===== config.mk =====
export PLATFORM = sky130hd
export DESIGN_NAME = mne_execute
export DESIGN_NICKNAME = d
export VERILOG_FILES = /design/src/rtl/mne_pkg.sv /design/src/rtl/mne_addr_resolve.sv /design/src/rtl/mne_execute.sv
export VERILOG_INCLUDE_DIRS = /design/src /design/src/rtl
export SDC_FILE = /design/constraint.sdc
export NUM_CORES = 1
export LEC_CHECK = 0
export BUFFER_PORTS_ARGS = -buffer_cell sky130_fd_sc_hd__buf_4
export CAP_MARGIN = 5
export CORE_ASPECT_RATIO = 0.9
export CORE_UTILIZATION = 57
export CTS_BUF_LIST = sky130_fd_sc_hd__clkbuf_8 sky130_fd_sc_hd__clkbuf_16
export DETAILED_ROUTE_END_ITERATION = 8
export GPL_ROUTABILITY_DRIVEN = 0
export PLACE_DENSITY = 0.91
export REMOVE_ABC_BUFFERS = 1
export SLEW_MARGIN = 0
export SYNTH_ARGS = -nofsm -noshare
export SYNTH_HDL_FRONTEND = slang
export SYNTH_SLANG_ARGS = --single-unit

===== constraint.sdc =====
create_clock -name clk -period 5.4 [get_ports clk]
set_input_delay 0 -clock clk [delete_from_list [all_inputs] [get_ports clk]]
set_output_delay 0 -clock clk [all_outputs]
set_load 0.03 [all_outputs]

===== src/rtl/mne_regs.svh =====
// Named constants for the multiply and negate execution datapath.
`ifndef MNE_EXEC_REGS_SVH
`define MNE_EXEC_REGS_SVH

// Instruction word layout.
`define MNE_WORD_W 16
`define MNE_OPC_MSB 15
`define MNE_OPC_LSB 9
`define MNE_ACC_BIT 8
`define MNE_FILE_MSB 7
`define MNE_FILE_LSB 0

// Seven-bit opcode patterns in word bits 15..9.
`define MNE_OPC_MUL 7'h01
`define MNE_OPC_NEG 7'h36

// Data memory addressing.
`define MNE_ADDR_W 12
`define MNE_BANK_W 4
`define MNE_IDX_MAX 8'h5f
`define MNE_ACC_LOW_TOP 8'h5f
`define MNE_ACC_LOW_BANK 4'h0
`define MNE_ACC_HIGH_BANK 4'hf

// Reset values and negation constants.
`define MNE_BYTE_ZERO 8'h00
`define MNE_ADDR_ZERO 12'h000
`define MNE_NIB_ZERO 4'h0
`define MNE_SIGN_MIN 8'h80
`define MNE_NEG_ONE 9'h001

`endif


===== src/rtl/mne_pkg.sv =====
// Types shared by the multiply and negate execution datapath.
package mne_pkg;

	// Quarter phases of one instruction cycle.
	typedef enum logic [1:0] {
		PH_Q1,
		PH_Q2,
		PH_Q3,
		PH_Q4
	} mne_phase_type;

	// Operation latched at decode.
	typedef enum logic [1:0] {
		OP_NONE,
		OP_MUL,
		OP_NEG
	} mne_op_type;

	// Arithmetic status flags touched by the negate.
	typedef struct packed {
		logic negative;
		logic signed_range_flag;
		logic zero;
		logic half_carry_flag;
		logic carry;
	} mne_status_type;

	// Product register pair.
	typedef struct packed {
		logic [7:0] product_high_byte;
		logic [7:0] product_low_byte;
	} mne_product_type;

	// Addressing context supplied by the core.
	typedef struct packed {
		logic ext_set_enable;
		logic [3:0] bank_select_register;
		logic [11:0] index_base;
	} mne_addr_ctx_type;

endpackage : mne_pkg


===== src/rtl/mne_addr_resolve.sv =====
// Operand address resolution for byte-oriented file instructions.
`timescale 1ns/1ps
`default_nettype none
`include "mne_regs.svh"

module mne_addr_resolve (
	// Instruction fields.
	input wire logic access_sel,
	input wire logic [7:0] file_field,
	// Addressing context.
	input wire mne_pkg::mne_addr_ctx_type ctx,
	// Resolved data memory address.
	output logic [`MNE_ADDR_W-1:0] addr
);

	// Indexed mode takes priority over the access bank for low file values.
	always_comb begin
		if (access_sel) begin
			addr = {ctx.bank_select_register, file_field};
		end else if (ctx.ext_set_enable && file_field <= `MNE_IDX_MAX) begin
			// The index sum wraps inside the data space on purpose.
			addr = ctx.index_base
				+ {{(`MNE_ADDR_W-8){1'b0}}, file_field};
		end else if (file_field <= `MNE_ACC_LOW_TOP) begin
			addr = {`MNE_ACC_LOW_BANK, file_field};
		end else begin
			addr = {`MNE_ACC_HIGH_BANK, file_field};
		end
	end

endmodule : mne_addr_resolve
`default_nettype wire


===== src/rtl/mne_execute.sv =====
// Execution datapath for the multiply-by-file and negate-file instructions.
//
// Summary of operation
// - Multiply forms the unsigned product of the accumulator and the file byte into product_high_byte and product_low_byte.
// - Multiply is decoded from opcode bits 0000 001, then the access bit and an 8-bit file field.
// - Multiply changes no status flag, not even for a zero product, and leaves the accumulator and file byte alone.
// - Negate replaces the file byte with its inverse plus one, written back to the same place.
// - Negate updates negative, signed range, carry, half carry and zero from its result.
// - Negate is decoded from opcode bits 0110 110, then the access bit and an 8-bit file field.
// - Access bit 0 selects the access bank; access bit 1 joins the bank select register with the file field.
// - With the extended set on, access bit 0 and file field up to 5Fh, indexed literal-offset addressing is used.
`timescale 1ns/1ps
`default_nettype none
`include "mne_regs.svh"

module mne_execute (
	// Clock and reset.
	input wire logic clk,
	input wire logic rst,
	// Instruction presented by the fetch stage.
	input wire logic [`MNE_WORD_W-1:0] instr_word,
	input wire logic instr_valid,
	// Core state read by the datapath.
	input wire logic [7:0] accumulator,
	input wire mne_pkg::mne_addr_ctx_type addr_ctx,
	// Data memory port.
	input wire logic [7:0] mem_rd_data,
	output logic [`MNE_ADDR_W-1:0] mem_addr_ff,
	output logic mem_rd_en_ff,
	output logic mem_wr_en_ff,
	output logic [7:0] mem_wr_data_ff,
	// Product register pair.
	output mne_pkg::mne_product_type product_ff,
	output logic product_wr_ff,
	// Status flags.
	output mne_pkg::mne_status_type status_ff,
	output logic status_wr_ff,
	// Cycle timing.
	output mne_pkg::mne_phase_type phase_ff,
	output logic done_ff
);

	// Matches an instruction word against a seven-bit opcode pattern.
	function automatic logic opc_match(
		input logic [`MNE_WORD_W-1:0] word,
		input logic [6:0] pattern
	);
		opc_match = (word[`MNE_OPC_MSB:`MNE_OPC_LSB] == pattern);
	endfunction : opc_match

	mne_pkg::mne_op_type op_ff;
	mne_pkg::mne_op_type nxt_op;
	mne_pkg::mne_phase_type nxt_phase;
	logic [7:0] acc_ff;
	logic [7:0] operand_ff;
	logic [`MNE_ADDR_W-1:0] resolved_addr;
	logic [15:0] nxt_product;
	logic [8:0] neg_sum;
	logic [4:0] neg_low_sum;
	mne_pkg::mne_status_type nxt_status;

	// Free-running quarter phase counter; one clock is one quarter.
	always_comb begin
		case (phase_ff)
			mne_pkg::PH_Q1: nxt_phase = mne_pkg::PH_Q2;
			mne_pkg::PH_Q2: nxt_phase = mne_pkg::PH_Q3;
			mne_pkg::PH_Q3: nxt_phase = mne_pkg::PH_Q4;
			mne_pkg::PH_Q4: nxt_phase = mne_pkg::PH_Q1;
			default: nxt_phase = mne_pkg::PH_Q1;
		endcase
	end

	always_ff @(posedge clk) begin
		if (rst) begin
			phase_ff <= mne_pkg::PH_Q1;
		end else begin
			phase_ff <= nxt_phase;
		end
	end

	// Decode: only a valid word in Q1 starts an instruction.
	// Other opcodes decode to no operation and leave all outputs quiet.
	always_comb begin
		nxt_op = mne_pkg::OP_NONE;
		if (instr_valid) begin
			if (opc_match(instr_word, `MNE_OPC_MUL)) begin
				nxt_op = mne_pkg::OP_MUL;
			end else if (opc_match(instr_word, `MNE_OPC_NEG)) begin
				nxt_op = mne_pkg::OP_NEG;
			end
		end
	end

	// The operation is held for the whole cycle so later quarters agree.
	always_ff @(posedge clk) begin
		if (rst) begin
			op_ff <= mne_pkg::OP_NONE;
		end else if (phase_ff == mne_pkg::PH_Q1) begin
			op_ff <= nxt_op;
		end
	end

	// Address resolution uses the context as it stands at decode.
	mne_addr_resolve u_addr (
		.access_sel(instr_word[`MNE_ACC_BIT]),
		.file_field(instr_word[`MNE_FILE_MSB:`MNE_FILE_LSB]),
		.ctx(addr_ctx),
		.addr(resolved_addr)
	);

	// The address is latched at decode and held through write-back,
	// so the negate writes exactly where it read.
	always_ff @(posedge clk) begin
		if (rst) begin
			mem_addr_ff <= `MNE_ADDR_ZERO;
		end else if (phase_ff == mne_pkg::PH_Q1 &&
				nxt_op != mne_pkg::OP_NONE) begin
			mem_addr_ff <= resolved_addr;
		end
	end

	// Read strobe stands for the Q2 quarter only.
	always_ff @(posedge clk) begin
		if (rst) begin
			mem_rd_en_ff <= 1'b0;
		end else begin
			mem_rd_en_ff <= (phase_ff == mne_pkg::PH_Q1) &&
				(nxt_op != mne_pkg::OP_NONE);
		end
	end

	// Operand and accumulator are captured at the end of Q2.
	// Memory read data must be valid in the same Q2 clock.
	always_ff @(posedge clk) begin
		if (rst) begin
			operand_ff <= `MNE_BYTE_ZERO;
			acc_ff <= `MNE_BYTE_ZERO;
		end else if (phase_ff == mne_pkg::PH_Q2 && mem_rd_en_ff) begin
			operand_ff <= mem_rd_data;
			acc_ff <= accumulator;
		end
	end

	// Process quarter arithmetic; the accumulator is only ever read here.
	always_comb begin
		nxt_product = 16'(acc_ff) * 16'(operand_ff);
		neg_sum = {1'b0, ~operand_ff} + `MNE_NEG_ONE;
		neg_low_sum = {1'b0, ~operand_ff[3:0]} + 5'(`MNE_NEG_ONE);
		nxt_status.negative = neg_sum[7];
		nxt_status.signed_range_flag = (operand_ff == `MNE_SIGN_MIN);
		nxt_status.zero = (neg_sum[7:0] == `MNE_BYTE_ZERO);
		nxt_status.half_carry_flag = neg_low_sum[4];
		nxt_status.carry = neg_sum[8];
	end

	// Product pair loads at the end of Q3, so it is new during Q4.
	// A zero product still loads; nothing flags it.
	always_ff @(posedge clk) begin
		if (rst) begin
			product_ff <= '0;
		end else if (phase_ff == mne_pkg::PH_Q3 &&
				op_ff == mne_pkg::OP_MUL) begin
			product_ff <= nxt_product;
		end
	end

	// Product write strobe marks the Q4 quarter of a multiply.
	always_ff @(posedge clk) begin
		if (rst) begin
			product_wr_ff <= 1'b0;
		end else begin
			product_wr_ff <= (phase_ff == mne_pkg::PH_Q3) &&
				(op_ff == mne_pkg::OP_MUL);
		end
	end

	// Negate writes back to the same location during Q4.
	// The multiply never raises this strobe, so its source byte is safe.
	always_ff @(posedge clk) begin
		if (rst) begin
			mem_wr_en_ff <= 1'b0;
			mem_wr_data_ff <= `MNE_BYTE_ZERO;
		end else if (phase_ff == mne_pkg::PH_Q3 &&
				op_ff == mne_pkg::OP_NEG) begin
			mem_wr_en_ff <= 1'b1;
			mem_wr_data_ff <= neg_sum[7:0];
		end else begin
			mem_wr_en_ff <= 1'b0;
		end
	end

	// Status flags change only for a negate; a multiply leaves them.
	always_ff @(posedge clk) begin
		if (rst) begin
			status_ff <= '0;
		end else if (phase_ff == mne_pkg::PH_Q3 &&
				op_ff == mne_pkg::OP_NEG) begin
			status_ff <= nxt_status;
		end
	end

	// Status write strobe tells the core to merge status_ff in Q4.
	always_ff @(posedge clk) begin
		if (rst) begin
			status_wr_ff <= 1'b0;
		end else begin
			status_wr_ff <= (phase_ff == mne_pkg::PH_Q3) &&
				(op_ff == mne_pkg::OP_NEG);
		end
	end

	// Completion pulse in Q4 of any executed instruction.
	always_ff @(posedge clk) begin
		if (rst) begin
			done_ff <= 1'b0;
		end else begin
			done_ff <= (phase_ff == mne_pkg::PH_Q3) &&
				(op_ff != mne_pkg::OP_NONE);
		end
	end

endmodule : mne_execute
`default_nettype wire


==> flow_summary.json <==
{
  "nFillCells": 600,
  "synth_edf_count": 0,
  "r2r-end": "product_ff[14]$_SDFFE_PP0P_",
  "rsz0062_at_grt": "false",
  "ant_nets": 0,
  "vdd_drop_max_v": 0.000125,
  "yosys_warnings": 0,
  "viasPerCell": 5.59,
  "p_total_mw": 1.11,
  "hp-class": "in2reg",
  "timing.rr.start": "operand_ff[5]$_SDFFE_PP0P_",
  "p_leak_nw": 3.03,
  "status": "finished clean",
  "clock-skew-final_ns": 0.0154,
  "antenna_found_initial": 0,
  "grt_max_degree": 63,
  "r2r_cells": 15,
  "final_nets": 855,
  "startpoint_type": "register",
  "syn_inst": 610,
  "drive_gt1_frac": 0.163,
  "critPathMaxFanout": 14,
  "r2r_setup_slack_ns": 0.48,
  "cell_internal_pwr_uw": 825,
  "syn_area_per_cell_um2": 8.31,
  "power.share.sequential": 0.435,
  "worst-slew-pin-transition_ns": 0.861,
  "grt_remaining_overflow": 0,
  "coreArea_um2": 8610,
  "ctsRootBufferMaster": "clkbuf_8",
  "dpl.hpwl_um": 8720,
  "clockPowerShare": 0.422,
  "clk_path_buf_depth": 2,
  "cp-end-kind": "register",
  "htreeDepth": 3,
  "fin_crit_sh": 0.911,
  "grt_pass1_wl_um": 20800,
  "setup_tns_ns": 0,
  "critPathCapture": "product_ff[14]$_SDFFE_PP0P_",
  "route.detailed.drc": 0,
  "seqCellArea_um2": 1280,
  "cts_setup_buffers": 0,
  "clock_sinks": 64,
  "initial_utilization": 0.589,
  "grt_pass1_vias": 4622,
  "clkSlewWorstSetupHoldPaths_ns": 0.08,
  "max_freq_mhz": 203,
  "area_growth_pct": 24.7,
  "cts_tree": "done",
  "num_rows": 32,
  "worstSkewPairLatency_ns": 0.35,
  "worstPathRequired_ns": 5.67,
  "die-area_um2": 9270,
  "cts_buffers": 9,
  "crit_start": "operand_ff[5]$_SDFFE_PP0P_",
  "drt_iter0_drc": 235,
  "die_w_um": 101,
  "critPathArrivalTime_ns": 5.20,
  "dr_total_vias": 4704,
  "wl_per_cell_um": 15.2,
  "min_period_ns": 4.92,
  "multi_input_area_um2": 3440,
  "p_comb_frac": 0.142,
  "n_antenna_cell": 0,
  "hold_violations": 0,
  "path_class": "reg2reg",
  "grt.total_usage": 0.286,
  "power_switching_uw": 281,
  "portBuffers": 99,
  "synth_ff_type": "dfxtp_1",
  "synthArstFlopShare": 0,
  "yosysSeqAreaShare": 0.253,
  "maxCapViolCount": 0,
  "maxSlewViolCount": 0,
  "sw_frac_of_total": 0.254,
  "die-height_um": 91.5,
  "synth_seq_cells": 64,
  "syn-cell-area_um2": 5070,
  "ys_types": 51,
  "drt_pass1_iterations": 5,
  "setup_viol": 0,
  "routed_wl_um": 12800,
  "io_pins": 100,
  "slew_headroom": 0.426,
  "p_per_area_nw_per_um2": 175
}
==> worst max-delay path, cell delays in order, from the launching register on <==
cell	delay [ns]
dfxtp_1	0.63
nand2_1	0.16
fa_1	0.50
fa_1	0.56
inv_1	0.06
fa_1	0.54
inv_1	0.06
fa_1	0.53
inv_1	0.04
ha_1	0.33
a21oi_1	0.26
nor3b_1	0.40
o21ai_0	0.22
a21oi_1	0.23
mux2i_1	0.20
o2bb2ai_1	0.11
==> kinds of logic (layout without fill, tap and decap cells) <==
logic type / Yosys count / in the layout / synth area share
and+or+nand+nor: 234 / 234 / 0.229
AOI/OAI and AO/OA: 114 / 114 / 0.139
buffers and inverters: 87 / 200 / 0.0684
adders and majority gates: 85 / 85 / 0.265
DFF: 64 / 64 / 0.253
xor gates and xnor gates: 23 / 23 / 0.0397
muxes: 3 / 3 / 0.00592
==> worst min path at each step <==
stage                     slack (ns)           start                           to  cells after the start
after global routing            0.03   instr_word[7]  mem_addr_ff[7]$_SDFFE_PP0P_                      3
after detailed placement        0.26  accumulator[6]       acc_ff[6]$_SDFFE_PP0P_                      3
final                           0.02   instr_word[7]  mem_addr_ff[7]$_SDFFE_PP0P_                      3
after CTS                      0.006   instr_word[9]        op_ff[1]$_SDFFE_PP0P_                      4
after global placement          0.25  accumulator[6]       acc_ff[6]$_SDFFE_PP0P_                      3
after floorplan                 0.07             rst       acc_ff[0]$_SDFFE_PP0P_                      1
==> cells in the final DEF (no fill, tap or decap), types with 2 or more instances in the layout <==
| cell type | n |
|---|---|
| xor2_1 | 8 |
| o2bb2ai_1 | 2 |
| o21ai_0 | 11 |
| a211oi_1 | 7 |
| dlygate4sd3_1 | 26 |
| clkinv_4 | 2 |
| buf_4 | 100 |
| nor4_1 | 2 |
| nor2b_1 | 11 |
| and2_1 | 54 |
| a22oi_1 | 2 |
| nand3b_1 | 2 |
| a311oi_1 | 4 |
| nor3_1 | 9 |
| and3b_1 | 2 |
| xnor2_1 | 15 |
| dfxtp_1 | 64 |
| nand2_1 | 93 |
| nor3b_1 | 6 |
| o211ai_1 | 4 |
| a31oi_1 | 2 |
| o21bai_1 | 2 |
| o21a_1 | 6 |
| or3_1 | 2 |
| inv_1 | 60 |
| nand3_1 | 10 |
| a21o_1 | 7 |
| ha_1 | 48 |
| clkbuf_8 | 10 |
| a21oi_1 | 56 |
| bufinv_16 | 2 |
| o22ai_1 | 2 |
| nand2b_1 | 4 |
| mux2i_1 | 3 |
| nor2_1 | 32 |
| fa_1 | 37 |
==> state kept, by name, summed over array words and instances (netlist names) <==
register and count:
acc_ff 8, done_ff 1, mem_addr_ff 12, mem_rd_en_ff 1, mem_wr_data_ff 8, mem_wr_en_ff 1, op_ff 2, operand_ff 8
phase_ff 2, product_ff 16, product_wr_ff 1, status_ff 4
==> power groups by stage <==
stage,combinational (mW),clock (mW),sequential (mW)
2_1_floorplan,0.0638,0,0.503
3_3_place_gp,0.130,0,0.492
3_5_place_dp,0.136,0,0.493
4_1_cts,0.152,0.474,0.482
5_1_grt,0.168,0.494,0.483
6_report,0.157,0.468,0.482
==> cell usage after synthesis (9+ instances only) <==
cell type	n	area (µm²)
nor2b_1	11	68.8
o21ai_0	11	55.1
and2_1	54	338
nand2_1	93	349
nand3_1	10	50.1
xnor2_1	15	131
fa_1	37	741
ha_1	48	601
a21oi_1	56	280
nor2_1	32	120
clkbuf_1	20	75.1
dfxtp_1	64	1280
nor3_1	9	45.0
inv_1	58	218
==> metal layers <==
metal / vias to the layer above / share of wire / global-route usage
met5: - / 0 / 0
met4: 0 / 0.034 / 0.126
met3: 42 / 0.069 / 0.0754
met2: 205 / 0.52 / 0.507
met1: 2228 / 0.38 / 0.319
li1: 2229 / - / -
==> cell type report <==
| cell class | count | area share |
|---|---|---|
| Multi-Input combinational cell | 459 | 0.544 |
| Sequential cell | 64 | 0.203 |
| Timing Repair Buffer | 126 | 0.160 |
| Inverter | 58 | 0.0344 |
| Tap cell | 119 | 0.0236 |
| Clock buffer | 10 | 0.0218 |
| Clock inverter | 6 | 0.0135 |
==> stage by stage <==
step / utilization / worst slack, ns / area [µm²] / cells / hold slack (ns)
finish: 0.734 / 0.478 / 6320 / 842 / 0.0226
global route: 0.734 / 0.262 / 6320 / 842 / 0.0275
CTS: 0.734 / 0.552 / 6320 / 842 / 0.00587
detailed placement: 0.678 / 0.609 / 5840 / 800 / 0.261
global placement: 0.678 / 0.816 / 5840 / 800 / 0.250
floorplan: - / 1.02 / 4940 / 581 / 0.0691
==> repair_timing <==
action,4_1_cts,5_1_grt
gates resized for setup,0,0
hold endpoints to repair,25,0
hold buffers,26,0
No activity file was read; power rests on OpenSTA's default activity.
